`config.mk`:
```
export PLATFORM = sky130hd
export DESIGN_NAME = sdil_input_logic
export DESIGN_NICKNAME = d
export VERILOG_FILES = /design/src/hdl/sdil_input_logic.v /design/src/hdl/sdil_pin_sync.v
export VERILOG_INCLUDE_DIRS = /design/src /design/src/hdl
export SDC_FILE = /design/constraint.sdc
export NUM_CORES = 1
export LEC_CHECK = 0
export BUFFER_PORTS_ARGS = -buffer_cell sky130_fd_sc_hd__buf_2
export CAP_MARGIN = 20
export CORE_MARGIN = 2
export CORE_UTILIZATION = 53
export CTS_CLUSTER_SIZE = 20
export DETAILED_ROUTE_END_ITERATION = 16
export GPL_TIMING_DRIVEN = 0
export PLACE_DENSITY = 0.85
export REMOVE_ABC_BUFFERS = 1
export SLEW_MARGIN = 20
export SYNTH_ARGS = -nofsm -noshare
export SYNTH_HDL_FRONTEND = slang
export SYNTH_SLANG_ARGS = --single-unit
```
`constraint.sdc`:
```
create_clock -name clk -period 2.4 [get_ports clk]
set_input_delay 0.48 -clock clk [delete_from_list [all_inputs] [get_ports clk]]
set_output_delay 0.48 -clock clk [all_outputs]
set_load 0.1 [all_outputs]
```
`src/hdl/sdil_defines.vh`:
```
`ifndef SDIL_DEFINES_VH
`define SDIL_DEFINES_VH

// ----------------------------------------------------------------------------
// Widths and reset values
// ----------------------------------------------------------------------------
`define SDIL_DATA_W     12
`define SDIL_ZERO_CODE  12'h000
`define SDIL_SYNC_W     3

`endif

```
`src/hdl/sdil_input_logic.v`:
```
// Overview of operation
// Shift one bit on qualified clock/select edge.
// Select and serial clock are interchangeable.
// Load low copies shift register, transparent.
// Clear low forces holding register zero.
// Host returns select high after transfer.
// Host does not shift while load low.
// Data sampled on rising edges, MSB first.
// Load strobe acts without the serial clock.
// Clear acts asynchronously, output minimum scale; here clear passes the pin synchroniser and acts on clk.
// Both registers twelve bits, natural binary.
`include "sdil_defines.vh"

module sdil_input_logic #(
  parameter DATA_W = `SDIL_DATA_W
) (
  input  wire              clk,
  input  wire              nrst,
  input  wire              serial_clk,
  input  wire              select_n,
  input  wire              serial_bit_in,
  input  wire              load_strobe_n,
  input  wire              zero_force_n,
  output reg  [DATA_W-1:0] shift_q,
  output reg  [DATA_W-1:0] hold_q
);

  // --------------------------------------------------------------------------
  // Pin synchronisers
  // --------------------------------------------------------------------------
  wire sclk_s;
  wire sel_s;
  wire sdi_s;
  wire ld_s;
  wire clr_s;

  sdil_pin_sync #(.RESET_VAL(1'h0)) u_sclk (
    .clk     (clk),
    .nrst    (nrst),
    .pin     (serial_clk),
    .level_q (sclk_s)
  );

  sdil_pin_sync #(.RESET_VAL(1'h1)) u_sel (
    .clk     (clk),
    .nrst    (nrst),
    .pin     (select_n),
    .level_q (sel_s)
  );

  sdil_pin_sync #(.RESET_VAL(1'h0)) u_sdi (
    .clk     (clk),
    .nrst    (nrst),
    .pin     (serial_bit_in),
    .level_q (sdi_s)
  );

  sdil_pin_sync #(.RESET_VAL(1'h1)) u_ld (
    .clk     (clk),
    .nrst    (nrst),
    .pin     (load_strobe_n),
    .level_q (ld_s)
  );

  sdil_pin_sync #(.RESET_VAL(1'h1)) u_clr (
    .clk     (clk),
    .nrst    (nrst),
    .pin     (zero_force_n),
    .level_q (clr_s)
  );

  // --------------------------------------------------------------------------
  // Gated shift clock
  // --------------------------------------------------------------------------
  // The internal shift clock is serial clock OR select; it rises when either
  // input rises while the other sits low, so both inputs act alike.
  reg  gclk_q;
  wire gclk_d;
  wire shift_edge;

  assign gclk_d     = sclk_s | sel_s;
  assign shift_edge = gclk_d & ~gclk_q;

  // The gate starts high, matching idle pins, so reset leaves no false edge.
  always @(posedge clk or negedge nrst) begin
    if (!nrst) begin
      gclk_q <= 1'h1;
    end else begin
      gclk_q <= gclk_d;
    end
  end

  // --------------------------------------------------------------------------
  // Serial data capture
  // --------------------------------------------------------------------------
  // Data captured one cycle before the edge is used, so a data change that
  // lands with the clock edge cannot slip into the sampled bit.
  reg  data_q;

  always @(posedge clk or negedge nrst) begin
    if (!nrst) begin
      data_q <= 1'h0;
    end else begin
      data_q <= sdi_s;
    end
  end

  // --------------------------------------------------------------------------
  // Input shift register
  // --------------------------------------------------------------------------
  reg  [DATA_W-1:0] shift_d;

  always @* begin
    shift_d = shift_q;
    if (shift_edge) begin
      shift_d = {shift_q[DATA_W-2:0], data_q};
    end
  end

  always @(posedge clk or negedge nrst) begin
    if (!nrst) begin
      shift_q <= `SDIL_ZERO_CODE;
    end else begin
      shift_q <= shift_d;
    end
  end

  // --------------------------------------------------------------------------
  // Strobe edge tracking
  // --------------------------------------------------------------------------
  // Both trackers reset to the idle high level of their strobes, so the
  // release of reset is never taken for a strobe edge.
  reg  ld_q;
  reg  clr_q;
  wire ld_fall;
  wire clr_rise;

  assign ld_fall  = ld_q & ~ld_s;
  assign clr_rise = clr_s & ~clr_q;

  always @(posedge clk or negedge nrst) begin
    if (!nrst) begin
      ld_q  <= 1'h1;
      clr_q <= 1'h1;
    end else begin
      ld_q  <= ld_s;
      clr_q <= clr_s;
    end
  end

  // --------------------------------------------------------------------------
  // Holding register control
  // --------------------------------------------------------------------------
  // Clear has priority over load in every state.
  localparam ST_LATCH  = 2'h0; // Keeps its value while load is high.
  localparam ST_COPY   = 2'h1; // Takes the shift register on a load fall.
  localparam ST_FOLLOW = 2'h2; // Transparent while load stays low.
  localparam ST_ZERO   = 2'h3; // Forced to zero while clear is low.

  reg  [1:0] state_q;
  reg  [1:0] state_d;

  always @* begin
    state_d = state_q;
    if (!clr_s) begin
      state_d = ST_ZERO; // see R4
    end else begin
      case (state_q)
        ST_LATCH: begin
          if (ld_fall) begin
            state_d = ST_COPY; // see R3
          end else if (!ld_s) begin
            state_d = ST_FOLLOW;
          end
        end
        ST_COPY: begin
          if (ld_s) begin
            state_d = ST_LATCH;
          end else begin
            state_d = ST_FOLLOW;
          end
        end
        ST_FOLLOW: begin
          if (ld_s) begin
            state_d = ST_LATCH;
          end
        end
        ST_ZERO: begin
          if (clr_rise && ld_s) begin
            state_d = ST_LATCH;
          end else if (clr_rise) begin
            state_d = ST_FOLLOW;
          end
        end
        default: begin
          state_d = ST_LATCH;
        end
      endcase
    end
  end

  always @(posedge clk or negedge nrst) begin
    if (!nrst) begin
      state_q <= ST_LATCH;
    end else begin
      state_q <= state_d;
    end
  end

  // --------------------------------------------------------------------------
  // Holding register
  // --------------------------------------------------------------------------
  reg  [DATA_W-1:0] hold_d;

  always @* begin
    case (state_d)
      ST_ZERO: begin
        hold_d = `SDIL_ZERO_CODE;
      end
      ST_COPY, ST_FOLLOW: begin
        hold_d = shift_q;
      end
      default: begin
        hold_d = hold_q;
      end
    endcase
  end

  always @(posedge clk or negedge nrst) begin
    if (!nrst) begin
      hold_q <= `SDIL_ZERO_CODE;
    end else begin
      hold_q <= hold_d;
    end
  end

endmodule

```
`src/hdl/sdil_pin_sync.v`:
```
// ----------------------------------------------------------------------------
// Three-stage pin synchroniser
// ----------------------------------------------------------------------------
// A change is accepted only when the second and third stages agree, so the
// first stage feeds nothing but the second.
module sdil_pin_sync #(
  parameter RESET_VAL = 1'h1
) (
  input  wire clk,
  input  wire nrst,
  input  wire pin,
  output reg  level_q
);

  reg s1_q;
  reg s2_q;
  reg s3_q;

  always @(posedge clk or negedge nrst) begin
    if (!nrst) begin
      s1_q    <= RESET_VAL;
      s2_q    <= RESET_VAL;
      s3_q    <= RESET_VAL;
      level_q <= RESET_VAL;
    end else begin
      s1_q <= pin;
      s2_q <= s1_q;
      s3_q <= s2_q;
      if (s2_q == s3_q) begin
        level_q <= s3_q;
      end
    end
  end

endmodule

```
==> flow_metrics.tcl <==
set metrics [dict create \
    max_slew.worst_pin.slew_ns 0.696 \
    routedWlPerCell_um 13.8 \
    stdcell_count 197 \
    fin_crit_ns 1.92 \
    reg.largest.list "hold_q: 12 flops, shift_q: 12 flops, state_q: 2 flops" \
    numPortBuffers 30 \
    io_pins 31 \
    finalSetupViolations 0 \
    firstDrtPassIters 4 \
    dieArea_sq_um 3800 \
    seq_area_frac_synth 0.721 \
    ctsResizeCount 0 \
    final_cell_mix "dfrtp_1, buf_2, nand2_1" \
    final_max_slew_viol_count 0 \
    initial_core_util 0.567 \
    fin_ws_ns 0.479 \
    relSlewSlack 0.536 \
    critPathLaunchType "flop" \
    synthToLayoutAreaGrowth_pct 12.8 \
    drc 0 \
    path_clk_slew_ns 0.13 \
    rows 20 \
    grt-ovfl-total 0 \
    cts-htree-levels 2 \
    final_layout_size_suffix_gt1_frac 0.418 \
    clock-skew-final_ns 0.0164 \
    dp_slack_ns 0.499 \
    cts_buffers 5 \
    dp_cells 189 \
    worstSkewPairLatency_ns 0.36 \
    design.core.area_sq_um 3100 \
    antenna_found_initial 0 \
    postCtsHoldBufs 0 \
    ys_ff_latch 50 \
    die_h_um 61.6 \
    rr_worst_depth 5 \
    period_share 0.800 \
    cts_sinks 50 \
    cts_setup_buffers 0 \
    yosysWarnings 0 \
    cts_root_buf "clkbuf_4" \
    grt_max_degree 51 \
    crit_arrival_ns 2.13 \
    fin_tns_setup_ns 0 \
    grt_first_pass_wirelength_um 4240 \
    synthDistinctLibCells 18 \
    synth_cells 119 \
    grtUsageTotal 0.166 \
    hold_class "input port to async pin" \
    critPathKind "flop to flop" \
    final_common_cell "dfrtp_1" \
    nets 160 \
    ys_top_cells_by_area "dfrtp_1, dfstp_2, mux2_4" \
    clock_path_buffers 2 \
    maxCapViolations 0 \
    num_antenna_cells 0 \
    outcome "completed" \
    drtIter0Drc 60 \
    syn_area_sq_um 1760 \
    worstPathRequired_ns 2.61 \
    cp-end-kind "flop" \
    wirelength_um 2710 \
    cts_tree "built" \
    syn_area_per_cell_sq_um 14.8 \
    rsz0062_at_grt "false" \
    post-synth-top-area-cell "dfrtp_1" \
    dp_hpwl_um 1860 \
    antenna_left 0 \
    hold_slack_ns 0.109 \
    hold_viol 0 \
    yosysTopAreaCellShare 0.498 \
    max_freq_mhz 521 \
    cp_max_fo 24 \
    routed-via-count 974 \
    grt_pass1_vias 926 \
    routed_via_density 4.94 \
    place.gp.congestion 0.699 \
    fp.dieW_um 61.6 \
]
cells by family (layout without fill, tap and decap cells):
family,count (synthesis),after routing,share of synthesized area
and+or+nand+nor,28,28,0.0704
buffers and inverters,6,40,0.0220
adders and majority gates,6,6,0.0355
DFF,50,50,0.721
muxes,12,12,0.0981
AOI/OAI and AO/OA,17,17,0.0526
metrics by stage:
| step | util | instance area [sq um] |
|---|---|---|
| final | 0.640 | 1990 |
| after global routing | 0.640 | 1990 |
| after CTS | 0.639 | 1980 |
| after detailed placement | 0.623 | 1930 |
| after global placement | 0.623 | 1930 |
| after floorplan | - | 1730 |
routing by layer:
layer  vias up  part of all wire  GRT usage
li1        461                 -          -
met1       490              0.45      0.212
met2        21              0.49      0.245
met3         2             0.045     0.0756
met4         0             0.010     0.0729
met5         -                 0          0
synthesized netlist by cell type (all sizes together):
cell    count
maj3        5
nand2b      2
nand3       1
dfrtp      35
o21ai      13
buf         1
inv         2
mux2       12
o311a       1
o21a        1
or2         1
dfstp      15
nand2      24
clkbuf      3
a21oi       2
ha          1
final timing paths:
path,start,to,slack (ns)
setup / recovery,u_ld.level_q,hold_q[1],0.48
hold reg to reg,u_sclk.s1_q,u_sclk.s2_q,0.36
setup reg to reg,u_ld.level_q,hold_q[1],0.48
max in group asynchronous,nrst,gclk_q,1.89
min in group clk,select_n,u_sel.s1_q,0.22
hold / removal,nrst,hold_q[2],0.11
critical path, cell delays in order (launching register included):
cell and delay (ns):
dfstp_2 0.58, inv_1 0.06, a21oi_1 0.17, o21a_1 0.16
ha_1 0.60, o21ai_0 0.22
cell type report:
| class | count | area [sq um] |
|---|---|---|
| repair buffers | 30 | 153 |
| inverters | 2 | 7.51 |
| multi-input cells | 63 | 452 |
| flip-flops and latches | 50 | 1270 |
| clock buffers | 8 | 48.8 |
| fillers | 257 | 1120 |
| well taps | 44 | 55.1 |
Power is not shown: default switching activity piles up to over one toggle a cycle in this logic, so the estimate is an artifact.
